===== config.mk =====
export PLATFORM = sky130hd
export DESIGN_NAME = bcl_cfg_dword
export DESIGN_NICKNAME = d
export VERILOG_FILES = /design/src/verilog/bcl_pkg.sv /design/src/verilog/bcl_primary_latency_count.sv /design/src/verilog/bcl_cfg_dword.sv
export SDC_FILE = /design/constraint.sdc
export NUM_CORES = 1
export LEC_CHECK = 0
export ABC_CLOCK_PERIOD_IN_PS = 3300
export BUFFER_PORTS_ARGS = -buffer_cell sky130_fd_sc_hd__buf_2
export CORE_ASPECT_RATIO = 2
export CORE_MARGIN = 3
export CORE_UTILIZATION = 35
export CTS_BUF_LIST = sky130_fd_sc_hd__clkbuf_4 sky130_fd_sc_hd__clkbuf_8
export DETAILED_ROUTE_END_ITERATION = 10
export PLACE_DENSITY_LB_ADDON = 0.3
export SKIP_CTS_REPAIR_TIMING = 1
export SYNTH_ARGS = -nofsm -noshare
export SYNTH_HDL_FRONTEND = slang
export SYNTH_SLANG_ARGS = --single-unit

===== constraint.sdc =====
create_clock -name I_MCLK -period 3.3 [get_ports I_MCLK]
set_clock_uncertainty 0.15 [all_clocks]
set_input_delay 0.495 -clock I_MCLK [delete_from_list [all_inputs] [get_ports I_MCLK]]
set_output_delay 0.495 -clock I_MCLK [all_outputs]
set_load 0.01 [all_outputs]

===== src/verilog/bcl_pkg.sv =====
// constants and types for the cache line / latency / header dword
// Function
// - 8-bit read/write cache line size in low byte, counted in dwords.
// - line size sizes read prefetch and feeds the write-and-invalidate line output.
// - non power-of-two line size behaves as sixteen dwords.
// - prefetch honours sizes 16 to 64 dwords; 128 unsupported.
// - computed prefetch count never falls below sixteen dwords.
// - write-and-invalidate supports only sizes 1, 2, 4, 8, 16.
// - latency field counts clocks from own frame assertion to expiry.
// - five upper latency bits writable, eight-clock granularity.
// - three low latency bits read-only zero.
// - zero latency: leave bus after first transfer once grant drops, not MWI.
// - header type byte read-only, returns 0x01.
// - header type selects bridge layout for offsets 0x10 to 0x3F.
// - top byte reserved, reads zero.
// - reset clears line size and latency timer.
package bcl_pkg;
  // ==========================================================
  // register map
  localparam logic [7:0] BCL_DWORD_OFFSET  = 8'h0C;
  localparam logic [7:0] BCL_LINE_RESET    = 8'h00;
  localparam logic [4:0] BCL_LAT_RESET     = 5'h00;
  localparam logic [7:0] BCL_HEADER_TYPE   = 8'h01;
  localparam logic [7:0] BCL_RSVD_VALUE    = 8'h00;
  localparam int         BCL_LINE_LSB      = 0;
  localparam int         BCL_LAT_LSB       = 11;
  localparam int         BCL_HTYPE_LSB     = 16;
  localparam int         BCL_RSVD_LSB      = 24;
  // ==========================================================
  // line size and prefetch limits, in dwords
  localparam logic [7:0] BCL_LINE_FALLBACK = 8'h10;
  localparam logic [7:0] BCL_PF_MAX_LINE   = 8'h40;
  localparam logic [7:0] BCL_MWI_MAX_LINE  = 8'h10;
  localparam logic [7:0] BCL_PF_MIN        = 8'h10;
  localparam int         BCL_LAT_SHIFT     = 3;

  typedef struct packed {
    logic       valid;
    logic [7:0] offset;
    logic [3:0] be_n;
    logic       write;
    logic [31:0] wdata;
  } bcl_cfg_req_t;

  typedef enum {BCL_IDLE, BCL_BURST, BCL_LAST} bcl_state_t;
endpackage


===== src/verilog/bcl_primary_latency_count.sv =====
// primary master latency timer counter
`timescale 1ns/100ps
module bcl_primary_latency_count
  import bcl_pkg::*;
(
  input  wire logic       i_clk,
  input  wire logic       i_rst_n,
  input  wire logic       i_start,
  input  wire logic       i_run,
  input  wire logic [4:0] i_lat,
  output logic            o_expired
);
  logic [7:0] count_r;
  // load lat*8 at own frame assertion, count down each clock while i_run, holding at zero
  always_ff @(posedge i_clk or negedge i_rst_n)
    if (!i_rst_n)
      count_r <= 8'h00;
    else if (i_start)
      count_r <= {i_lat, 3'b000};
    else if (i_run && count_r != 8'h00)
      count_r <= count_r - 8'h01;

  // zero setting expires at once, giving release after first transfer
  always_ff @(posedge i_clk or negedge i_rst_n)
    if (!i_rst_n)
      o_expired <= 1'b0;
    else if (i_start)
      o_expired <= (i_lat == 5'h00);
    else if (i_run)
      o_expired <= (count_r <= 8'h01);
    else
      o_expired <= 1'b0;
endmodule


===== src/verilog/bcl_cfg_dword.sv =====
// cache line size, latency timer and header type dword with master control
`timescale 1ns/100ps
module bcl_cfg_dword
  import bcl_pkg::*;
(
  input  wire logic        I_MCLK,
  input  wire logic        I_RSTN,
  input  wire logic        i_CFG_VALID,
  input  wire logic [7:0]  i_CFG_OFFSET,
  input  wire logic [3:0]  i_CFG_BE_N,
  input  wire logic        i_CFG_WRITE,
  input  wire logic [31:0] i_CFG_WDATA,
  input  wire logic        i_MST_START,
  input  wire logic        i_MST_MWI,
  input  wire logic        i_DATA_XFER,
  input  wire logic        i_GNT_N,
  input  wire logic [7:0]  i_PF_MAX,
  output logic [31:0]      o_CFG_RDATA,
  output logic             o_CFG_HIT,
  output logic [7:0]       o_LINE_SIZE,
  output logic [7:0]       o_PF_COUNT,
  output logic [7:0]       o_MWI_LINE,
  output logic             o_MWI_OK,
  output logic             o_BRIDGE_LAYOUT,
  output logic             o_MST_END
);
  // ==========================================================
  // register storage
  bcl_cfg_req_t req;
  logic [7:0]   line_size_field_r;
  logic [4:0]   primary_latency_count_r;
  logic         hit;
  logic         pow2;
  logic [7:0]   eff_line;
  logic [7:0]   pf_nxt;
  logic [31:0]  rd_nxt;

  logic         expired;

  logic         gnt_s1_r;
  logic         gnt_s2_r;
  logic         gnt_s3_r;
  logic         gnt_n_r;
  bcl_state_t   state_r;

  assign req = '{valid: i_CFG_VALID, offset: i_CFG_OFFSET,
                 be_n: i_CFG_BE_N, write: i_CFG_WRITE,
                 wdata: i_CFG_WDATA};
  assign hit = req.valid && (req.offset == BCL_DWORD_OFFSET);

  // byte lane 0 writes the line size
  always_ff @(posedge I_MCLK or negedge I_RSTN)
    if (!I_RSTN)
      line_size_field_r <= BCL_LINE_RESET;
    else if (hit && req.write && !req.be_n[0])
      line_size_field_r <= req.wdata[BCL_LINE_LSB +: 8];

  // only bits 15:11 take data; lanes 2 and 3 dropped
  always_ff @(posedge I_MCLK or negedge I_RSTN)
    if (!I_RSTN)
      primary_latency_count_r <= BCL_LAT_RESET;
    else if (hit && req.write && !req.be_n[1])
      primary_latency_count_r <= req.wdata[BCL_LAT_LSB +: 5];

  // ==========================================================
  // read path, registered one cycle after the request
  // bits 10:8 never get a source, so they read zero
  always_comb
  begin
    rd_nxt = 32'h0000_0000;
    if (hit && !req.write)
    begin
      rd_nxt[BCL_RSVD_LSB +: 8]  = BCL_RSVD_VALUE;
      rd_nxt[BCL_HTYPE_LSB +: 8] = BCL_HEADER_TYPE;
      rd_nxt[BCL_LAT_LSB +: 5]   = primary_latency_count_r;
      rd_nxt[BCL_LINE_LSB +: 8]  = line_size_field_r;
    end
  end

  always_ff @(posedge I_MCLK or negedge I_RSTN)
    if (!I_RSTN)
      o_CFG_HIT <= 1'b0;
    else
      o_CFG_HIT <= hit;

  // zero outside read hits, so a stale word never looks valid
  always_ff @(posedge I_MCLK or negedge I_RSTN)
    if (!I_RSTN)
      o_CFG_RDATA <= 32'h0000_0000;
    else
      o_CFG_RDATA <= rd_nxt;

  // ==========================================================
  // line size interpretation
  assign pow2 = (line_size_field_r != 8'h00) &&
                ((line_size_field_r & (line_size_field_r - 8'h01)) == 8'h00);
  // zero treated as non power-of-two too
  assign eff_line = pow2 ? line_size_field_r : BCL_LINE_FALLBACK;

  // prefetch follows line size, raised to i_PF_MAX if larger, capped at 64, floor 16
  always_comb
  begin
    pf_nxt = eff_line;
    if (pf_nxt > BCL_PF_MAX_LINE)
      pf_nxt = BCL_PF_MAX_LINE;
    if (i_PF_MAX > pf_nxt)
      pf_nxt = i_PF_MAX;
    if (pf_nxt > BCL_PF_MAX_LINE)
      pf_nxt = BCL_PF_MAX_LINE;
    if (pf_nxt < BCL_PF_MIN)
      pf_nxt = BCL_PF_MIN;
  end

  // ==========================================================
  // registered views of the line size for the datapath
  always_ff @(posedge I_MCLK or negedge I_RSTN)
    if (!I_RSTN)
      o_LINE_SIZE <= BCL_LINE_FALLBACK;
    else
      o_LINE_SIZE <= eff_line;

  always_ff @(posedge I_MCLK or negedge I_RSTN)
    if (!I_RSTN)
      o_PF_COUNT <= BCL_PF_MIN;
    else
      o_PF_COUNT <= pf_nxt;

  // lines above sixteen are flagged, the burst logic must not use them
  always_ff @(posedge I_MCLK or negedge I_RSTN)
    if (!I_RSTN)
      o_MWI_OK <= 1'b1;
    else
      o_MWI_OK <= (eff_line <= BCL_MWI_MAX_LINE);

  always_ff @(posedge I_MCLK or negedge I_RSTN)
    if (!I_RSTN)
      o_MWI_LINE <= BCL_LINE_FALLBACK;
    else
      o_MWI_LINE <= eff_line;

  always_ff @(posedge I_MCLK or negedge I_RSTN)
    if (!I_RSTN)
      o_BRIDGE_LAYOUT <= 1'b0;
    else
      o_BRIDGE_LAYOUT <= (BCL_HEADER_TYPE[6:0] == 7'h01);

  // ==========================================================
  // grant pin, three-stage sync, change once stages 2 and 3 agree
  // resets to released grant, so a burst can end before the pin is seen
  always_ff @(posedge I_MCLK or negedge I_RSTN)
    if (!I_RSTN)
    begin
      gnt_s1_r <= 1'b1;
      gnt_s2_r <= 1'b1;
      gnt_s3_r <= 1'b1;
    end
    else
    begin
      gnt_s1_r <= i_GNT_N;
      gnt_s2_r <= gnt_s1_r;
      gnt_s3_r <= gnt_s2_r;
    end

  always_ff @(posedge I_MCLK or negedge I_RSTN)
    if (!I_RSTN)
      gnt_n_r <= 1'b1;
    else if (gnt_s2_r == gnt_s3_r)
      gnt_n_r <= gnt_s3_r;


  bcl_primary_latency_count u_timer (
    .i_clk     (I_MCLK),
    .i_rst_n   (I_RSTN),
    .i_start   (i_MST_START),
    .i_run     (state_r == BCL_BURST),
    .i_lat     (primary_latency_count_r),
    .o_expired (expired)
  );

  // ==========================================================
  // master burst control; MWI keeps the bus, an MWI burst never leaves BCL_BURST
  always_ff @(posedge I_MCLK or negedge I_RSTN)
    if (!I_RSTN)
      state_r <= BCL_IDLE;
    else
    begin
      unique case (state_r)
        BCL_IDLE:
          if (i_MST_START)
            state_r <= BCL_BURST;
        BCL_BURST:
          if (expired && gnt_n_r && !i_MST_MWI)
            state_r <= BCL_LAST;
        BCL_LAST:
          if (i_DATA_XFER)
            state_r <= BCL_IDLE;
      endcase
    end

  // end pulse lasts one cycle, the cycle after the data phase that closes the burst
  always_ff @(posedge I_MCLK or negedge I_RSTN)
    if (!I_RSTN)
      o_MST_END <= 1'b0;
    else
      o_MST_END <= (state_r == BCL_LAST) && i_DATA_XFER;

endmodule


Word-level counts from Yosys, hierarchy flattened --
Cells that the tools add are included.
Word-level totals: register bits 107, input port bits 60, output and inout port bits 60
Cells by class: add/subtract/negate cells 2, magnitude comparators 6, equality and inequality tests 9, mux-type cells 15, bitwise operators 1, reductions and logical operators 21
Operator list (number):
- $mux W32 | 3
- $pmux W32 S3 | 1
- $eq A32 B2 Y1 const B | 2
- $mux W8 | 8
- $eq A32 B1 Y1 const B | 1
- $eq A32 B3 Y1 const B | 1
- $logic_not A32 Y1 | 1
- $gt A8 B7 Y1 const B | 2
- $reduce_bool A8 Y1 | 2
- $sub A8 B1 Y8 const B | 2
- $logic_and A1 B1 Y1 | 10
- $and A8 B8 Y8 | 1
- $eq A8 B4 Y1 const B | 1
- $gt A8 B8 Y1 | 1
- $le A8 B1 Y1 const B | 1
- $le A8 B5 Y1 const B | 1
- $logic_not A8 Y1 | 1
- $lt A8 B5 Y1 const B | 1
- $mux W6 | 1
- $ne A2 B2 Y1 const B | 3
- $logic_not A5 Y1 | 1
- $logic_not A1 Y1 | 4
- $reduce_and A3 Y1 | 1
- $mux W1 | 2
- other kinds (2) | 2

Longest topological paths before layout --
Gate-level depths: netlist of the first run.
word-level depth 13, depth in mapped cells 12, mapped depth without buffers 11

Hierarchy --
Synthesis of the first run repeated with hierarchy kept, for this count alone.
Second synthesis, totals: cell total of the unflattened synthesis 250, area, all modules 2961.6 um^2
Modules (own cells, without submodules):
- bcl_cfg_dword | instances 1, cells each 195, area an instance 2413.6 um^2
- bcl_primary_latency_count | instances 1, cells each 55, area an instance 548.0 um^2

Worst setup path before layout of the first run --
OpenSTA, ideal clock, no wires.
kind register to register, start point register line_size_field_r[0], end point register o_PF_COUNT[4], setup time 0.082 ns, data arrival time 2.646 ns, required time 3.068 ns, path slack 0.422 ns, cell stages (with the launch flop) 11, buffers on the path 0, period minus slack after synthesis 2.878 ns, cells stage by stage dfrtp_1 > or4_4 > nor2_1 > nand3_1 > nand3_2 > nand3_1 > ha_1 > a21oi_1 > a21oi_1 > o31ai_4 > mux2_2
On the way: longest elaborated chain between the ends 13
Ends and longest elaborated chain:
- from (decl) | RTL line bcl_cfg_dword.sv:30 | logic [7:0] line_size_field_r;
- from (signal assigned) | RTL line bcl_cfg_dword.sv:56 | line_size_field_r <= req.wdata[BCL_LINE_LSB +: 8];
- $sub A8 B1 Y8 | RTL line bcl_cfg_dword.sv:96 | ((line_size_field_r & (line_size_field_r - 8'h01)) == 8'h00);
- $and A8 B8 Y8 | RTL line bcl_cfg_dword.sv:96
- $logic_not A8 Y1 | RTL line bcl_cfg_dword.sv:96
- $logic_and A1 B1 Y1 | RTL line bcl_cfg_dword.sv:95 | assign pow2 = (line_size_field_r != 8'h00) &&
- $mux W8 (*) | RTL line bcl_cfg_dword.sv:98 | assign eff_line = pow2 ? line_size_field_r : BCL_LINE_FALLBACK;
- $gt A8 B7 Y1 | RTL line bcl_cfg_dword.sv:104 | if (pf_nxt > BCL_PF_MAX_LINE)
- $mux W8 (*) | RTL line bcl_cfg_dword.sv:104
- $gt A8 B8 Y1 | RTL line bcl_cfg_dword.sv:106 | if (i_PF_MAX > pf_nxt)
- $mux W8 (*) | RTL line bcl_cfg_dword.sv:106
- $gt A8 B7 Y1 | RTL line bcl_cfg_dword.sv:108 | if (pf_nxt > BCL_PF_MAX_LINE)
- $mux W8 (*) | RTL line bcl_cfg_dword.sv:108
- $lt A8 B5 Y1 | RTL line bcl_cfg_dword.sv:110 | if (pf_nxt < BCL_PF_MIN)
- $mux W8 (*) | RTL line bcl_cfg_dword.sv:110
- net pf_nxt[4] | RTL line bcl_cfg_dword.sv:35 | logic [7:0] pf_nxt;
- to (signal assigned) | RTL line bcl_cfg_dword.sv:126 | o_PF_COUNT <= pf_nxt;
- to (decl) | RTL line bcl_cfg_dword.sv:21 | output logic [7:0] o_PF_COUNT,
Mark *: on every way through the listed nets, which the timed path passes. The rest lies on a longest branch. A chain may end at the register's enable or synchronous reset.

Final worst setup path of the first run --
Ends and elaborated chain as after synthesis.

==> results.json, run 1 <==
{
  "yosys-top-cells-area": "dfrtp_1 (46%), buf_4 (6.5%), dfstp_2 (6.1%)",
  "synthDistinctLibCells": 53,
  "worstSkewPairLatency_ns": 0.33,
  "synth_top_cell_by_area": "dfrtp_1",
  "multi_input_area_mm2": 0.00124,
  "hold_path.startpoint": "i_GNT_N",
  "final_hold_viol_count": 0,
  "rrSetupSlack_ns": 0.20,
  "crit_required_ns": 3.42,
  "critical_path.cell_chain": "or4_4 -> nor2_1 -> nand3_1 -> nand3_2 -> nand3_1 -> ha_1 -> a21oi_1 -> a21oi_1 -> o31ai_4 -> mux2_2",
  "chipHeight_um": 137,
  "dp.cells": 426,
  "cp-startpoint": "line_size_field_r[0]$_DFFE_PN0P_",
  "antenna_found_initial": 0,
  "max-vdd-ir-drop_mv": 0.183,
  "register_area_mm2": 0.00156,
  "power.share.clock": 0.348,
  "start_util": 0.362,
  "ys_seq_elements": 62,
  "critPathBufInv": 0,
  "worstSetupPathType": "register to register",
  "avgViaCountPerCell": 4.66,
  "cp_max_fo": 9,
  "p_per_area_mw_per_mm2": 588,
  "final_area_mm2": 0.00365,
  "ctsRootBufferMaster": "clkbuf_8",
  "groute.usage.overall": 0.141,
  "final_util": 0.437,
  "rows": 47,
  "end_kind": "register",
  "hold_ws_ns": 0.107,
  "netlist_instances": 255,
  "synth_top_cell_area_share": 0.455,
  "grt_pass1_vias": 2121,
  "preCtsSetupSlack_ns": 0.193,
  "period_minus_slack_ns": 3.10,
  "hold_class": "input port to register",
  "die_area_mm2": 0.00985,
  "layout.nets": 415,
  "syn_area_per_cell_um2": 11.8,
  "finalWorstSetupSlack_ns": 0.197,
  "crit_arrival_ns": 3.22,
  "critPathSlowestCell": "or4_4",
  "io_pins": 120,
  "coreArea_mm2": 0.00835,
  "worst_slew_pin_slew_ns": 0.722,
  "synthArstFlopShare": 1.00,
  "vias": 2064,
  "totalNegativeSetupSlack_ns": 0,
  "placed_cell_area_mm2": 0.00340,
  "max_stage_delay_ns": 0.54,
  "cts_tree": "done",
  "finalCritPeriodShare": 0.940,
  "syn_area_mm2": 0.00302,
  "hpwlAfterDp_mm": 4.94,
  "grt_max_degree": 51,
  "seqPwrFrac": 0.421,
  "wl_mm": 6.40,
  "p_comb_frac": 0.231,
  "grt_pass1_wl_mm": 10.2,
  "first_iter_violations": 42,
  "instances_no_fill": 443,
  "area_delta_synth_final_pct": 20.8,
  "ys_seq_area_frac": 0.516,
  "setup_viol": 0,
  "outcome": "completed",
  "clkTransAtPathRegs_ns": 0.06,
  "drive_gt1_frac": 0.406,
  "final_antenna_net_count": 0,
  "port_buffers": 80,
  "critPathTopFamily": "simple AND/OR/NAND/NOR gates",
  "n_fill_cell": 807,
  "avgRoutedWirePerCell_um": 14.4,
  "p_sw_mw": 0.629,
  "synth-edff-count": 0,
  "clock_sinks": 62,
  "h-tree-depth": 3,
  "ys_warn_count": 0,
  "p_total_mw": 2.15,
  "leakage_nw": 1.97,
  "rsz0062_at_grt": "no",
  "yosys_most_used_dff": "dfrtp_1",
  "yosys-top-cells-count": "dfrtp_1 (55), buf_4 (26), nor2_1 (16), mux2_2 (15), ha_1 (14)",
  "fp.dieW_um": 71.7,
  "grt-ovfl-total": 0,
  "cts_inserted_buffers": 9,
  "relSlewSlack": 0.517,
  "clk_path_buf_depth": 2,
  "drv_slew": 0,
  "drtPass1Iterations": 4,
  "reg2reg_from": "line_size_field_r[0]$_DFFE_PN0P_",
  "n_antenna_cell": 0,
  "swShare": 0.293,
  "p_int_mw": 1.52,
  "maxCapViolations": 0,
  "place.gp.congestion": 0.720,
  "drc": 0,
  "start_kind": "register",
  "synth.most_common_cell": "dfrtp_1",
  "clock.fmax_ghz": 0.322
}
==> layout by cell type, fill, tap and decap left out, types with 3 or more instances in the layout <==
cell / count
nor4b_1: 4
dfstp_2: 7
nor2_1: 16
mux2i_1: 3
o211ai_1: 3
conb_1: 21
buf_4: 5
a21oi_1: 5
ha_1: 14
nand3_1: 7
buf_2: 80
and2_1: 13
dfrtp_1: 54
o21ai_0: 6
xor2_1: 6
mux2_2: 15
clkbuf_8: 11
inv_1: 13
nor3b_1: 3
nand2_1: 10
==> layout make-up <==
cell class / count / area share
well taps: 98 / 0.0336
flip-flops and latches: 62 / 0.428
repair buffers: 87 / 0.126
multi-input cells: 168 / 0.339
clock buffers: 11 / 0.0415
inverters: 13 / 0.0134
clock inverters: 4 / 0.0192
==> cells by family (layout without fill, tap and decap cells) <==
logic type      count (synthesis)  in the layout  share of synthesized area
compound gates                 24             24                     0.0555
xor+xnor                        8              8                     0.0232
fa+ha+maj                      15             15                     0.0613
buf+inv                        44            115                      0.100
flops                          62             62                      0.516
mux                            18             18                     0.0658
other cells                     2             21                    0.00249
simple gates                   82             82                      0.175
==> routing by layer <==
layer / up-vias / share of wire / GRT usage
li1: 1002 / - / -
met1: 973 / 0.33 / 0.129
met2: 69 / 0.58 / 0.260
met3: 20 / 0.049 / 0.0409
met4: 0 / 0.040 / 0.0931
met5: - / 0 / 0
==> state kept, by name, summed over array words and instances, names as in the netlist <==
name                     flops
o_MWI_LINE                   8
o_PF_COUNT                   8
gnt_n_r                      1
u_timer.o_expired            1
u_timer.count_r              8
o_MST_END                    1
gnt_s3_r                     1
o_CFG_RDATA                 14
gnt_s2_r                     1
o_BRIDGE_LAYOUT              1
line_size_field_r            8
state_r                      2
gnt_s1_r                     1
o_CFG_HIT                    1
o_MWI_OK                     1
primary_latency_count_r      5
==> final timing paths <==
check,to,depth (start not counted)
hold / removal,gnt_s1_r$_DFF_PN1_,1
setup / recovery,o_PF_COUNT[4]$_DFF_PN1_,10
setup reg to reg,o_PF_COUNT[4]$_DFF_PN1_,10
max in group asynchronous,line_size_field_r[0]$_DFFE_PN0P_,3
min in group asynchronous,o_CFG_RDATA[12]$_DFF_PN0_,2
hold reg to reg,gnt_s2_r$_DFF_PN1_,0
==> power by group through the flow <==
stage / clock [mW] / sequential, mW / combinational, mW
after global routing: 0.804 / 0.913 / 0.563
after CTS: 0.767 / 0.904 / 0.500
after global placement: 0 / 0.914 / 0.478
after floorplan: 0 / 0.911 / 0.378
after detailed placement: 0 / 0.917 / 0.495
final: 0.747 / 0.904 / 0.495
No activity file was read; power rests on OpenSTA's default activity.
==> run 2, diff against run 1 <==
--- a/config.mk
+++ b/config.mk
@@ -7,7 +7,6 @@
 export LEC_CHECK = 0
 export ABC_CLOCK_PERIOD_IN_PS = 3300
 export BUFFER_PORTS_ARGS = -buffer_cell sky130_fd_sc_hd__buf_2
-export CORE_ASPECT_RATIO = 2
 export CORE_MARGIN = 3
 export CORE_UTILIZATION = 35
 export CTS_BUF_LIST = sky130_fd_sc_hd__clkbuf_4 sky130_fd_sc_hd__clkbuf_8
==> run 2 against run 1 <==
Net effect:
- non-clock buffer count unchanged
- highest routed layer unchanged
- wire length down 9.2%
- flip-flop and latch count unchanged
- critical path depth up 2
- worst setup slack better by 0.0039 ns
==> results.json, run 2 (same netlist as run 1, synthesis figures left out) <==
{
  "drtPass1Iterations": 4,
  "antenna_found_initial": 0,
  "fp.dieW_um": 98.9,
  "period_minus_slack_ns": 3.10,
  "hold_ws_ns": 0.115,
  "leakage_nw": 1.98,
  "grt_pass1_wl_mm": 9.59,
  "rsz0062_at_grt": "no",
  "r2r_cells": 12,
  "wl_met2_mm": 2.50,
  "grt_pass1_vias": 2039,
  "hold_class": "input port to register",
  "n_antenna_cell": 0,
  "groute.usage.overall": 0.124,
  "ctsRootBufferMaster": "clkbuf_8",
  "largest_register_ffs": 14,
  "maxCapViolations": 0,
  "critPathSlowestCell": "o31ai_4",
  "preCtsSetupSlack_ns": 0.211,
  "port_buffers": 80,
  "drive_gt1_frac": 0.410,
  "power.share.clock": 0.359,
  "final_antenna_net_count": 0,
  "drc": 0,
  "worstSetupPathType": "register to register",
  "final_cell_mix": "buf_2 (80), dfrtp_1 (55), conb_1 (21)",
  "cts_inserted_buffers": 9,
  "chipHeight_um": 98.9,
  "relSlewSlack": 0.478,
  "clk_path_buf_depth": 2,
  "top_register": "o_CFG_RDATA",
  "crit_arrival_ns": 3.20,
  "outcome": "completed",
  "rows": 33,
  "cts_tree": "done",
  "wl_mm": 5.81,
  "met1_length_mm": 2.73,
  "vias": 2106,
  "cp_max_fo": 8,
  "swShare": 0.283,
  "finalWorstSetupSlack_ns": 0.201,
  "h-tree-depth": 3,
  "first_iter_violations": 64,
  "start_kind": "register",
  "end_kind": "register",
  "max_stage_delay_ns": 0.42,
  "hold_depth": 1,
  "area_delta_synth_final_pct": 21.4,
  "clkTransAtPathRegs_ns": 0.06,
  "clock.fmax_ghz": 0.323,
  "hpwlAfterDp_mm": 4.30,
  "grt_max_degree": 63,
  "avgRoutedWirePerCell_um": 12.9,
  "coreArea_mm2": 0.00830,
  "top_layer": "met4",
  "totalNegativeSetupSlack_ns": 0,
  "p_int_mw": 1.55,
  "final_common_cell": "buf_2",
  "worst_slew_pin_slew_ns": 0.780,
  "finalCritPeriodShare": 0.939,
  "seqPwrFrac": 0.419,
  "start_util": 0.364,
  "p_per_area_mw_per_mm2": 589,
  "p_total_mw": 2.16,
  "io_pins": 120,
  "max-vdd-ir-drop_mv": 0.259,
  "grt-ovfl-total": 0,
  "crit_required_ns": 3.40,
  "place.gp.congestion": 0.834,
  "p_sw_mw": 0.611,
  "avgViaCountPerCell": 4.67,
  "met3_length_um": 471,
  "setup_viol": 0,
  "p_comb_frac": 0.222,
  "die_area_mm2": 0.00978,
  "layout.nets": 415,
  "critical_path.cell_chain": "buf_4 -> nor4_1 -> buf_4 -> and4b_1 -> a31oi_1 -> nand3_2 -> nand3_1 -> ha_1 -> a21oi_1 -> a21oi_1 -> o31ai_4 -> mux2_2",
  "clock_sinks": 62,
  "final_hold_viol_count": 0,
  "worstSkewPairLatency_ns": 0.33,
  "drv_slew": 0
}
[run 2: cell types whose count changed in the layout (fill, tap and decap cells not counted), sizes merged]
cell | before | now
buf | 86 | 87
clkbuf | 11 | 13
clkinv | 2 | 1
dlygate4sd3 | 1 | 0
[run 2: final cells by class]
type | instances | area (um2)
Clock buffer | 13 | 173
Clock inverter | 3 | 65.1
Fill cell | 798 | 4630
Inverter | 13 | 48.8
Multi-Input combinational cell | 168 | 1240
Sequential cell | 62 | 1560
Tap cell | 105 | 131
Timing Repair Buffer | 87 | 453
[run 2: path summary, 6_finish.rpt]
path | start | end | slack, ns
hold / removal | i_GNT_N | gnt_s1_r$_DFF_PN1_ | 0.12
hold reg to reg | gnt_s1_r$_DFF_PN1_ | gnt_s2_r$_DFF_PN1_ | 0.20
setup reg to reg | line_size_field_r[0]$_DFFE_PN0P_ | o_PF_COUNT[4]$_DFF_PN1_ | 0.20
min in group asynchronous | I_RSTN | o_PF_COUNT[2]$_DFF_PN0_ | 0.17
setup / recovery | line_size_field_r[0]$_DFFE_PN0P_ | o_PF_COUNT[4]$_DFF_PN1_ | 0.20
max in group asynchronous | I_RSTN | state_r[1]$_DFFE_PN0P_ | 2.32
[run 2: per-layer routing]
| layer | vias up | global-route usage |
|---|---|---|
| met4 | 0 | 0.0504 |
| met5 | - | 0 |
| met2 | 89 | 0.186 |
| li1 | 1004 | - |
| met1 | 1003 | 0.173 |
| met3 | 10 | 0.0297 |
[run 2: stage by stage]
| stage | area (um2) | util | instances |
|---|---|---|---|
| after floorplan | 3090 | - | 274 |
| after global placement | 3420 | 0.412 | 434 |
| after detailed placement | 3420 | 0.412 | 434 |
| after CTS | 3650 | 0.440 | 450 |
| after global routing | 3670 | 0.442 | 451 |
| final | 3670 | 0.442 | 451 |
[run 2: power groups by stage]
stage / registers (mW) / clock network [mW] / logic, mW
after floorplan: 0.911 / 0 / 0.378
after global placement: 0.914 / 0 / 0.469
after detailed placement: 0.917 / 0 / 0.484
after CTS: 0.906 / 0.798 / 0.485
after global routing: 0.916 / 0.830 / 0.543
final: 0.905 / 0.776 / 0.480
[run 2: worst max-delay path: cells and delay by family, from the launching register on]
| family | cells | cell delay (ns) |
|---|---|---|
| compound gates | 4 | 0.74 |
| simple gates | 4 | 0.69 |
| mux | 1 | 0.39 |
| flops | 1 | 0.38 |
| buf+inv | 2 | 0.35 |
| fa+ha+maj | 1 | 0.33 |
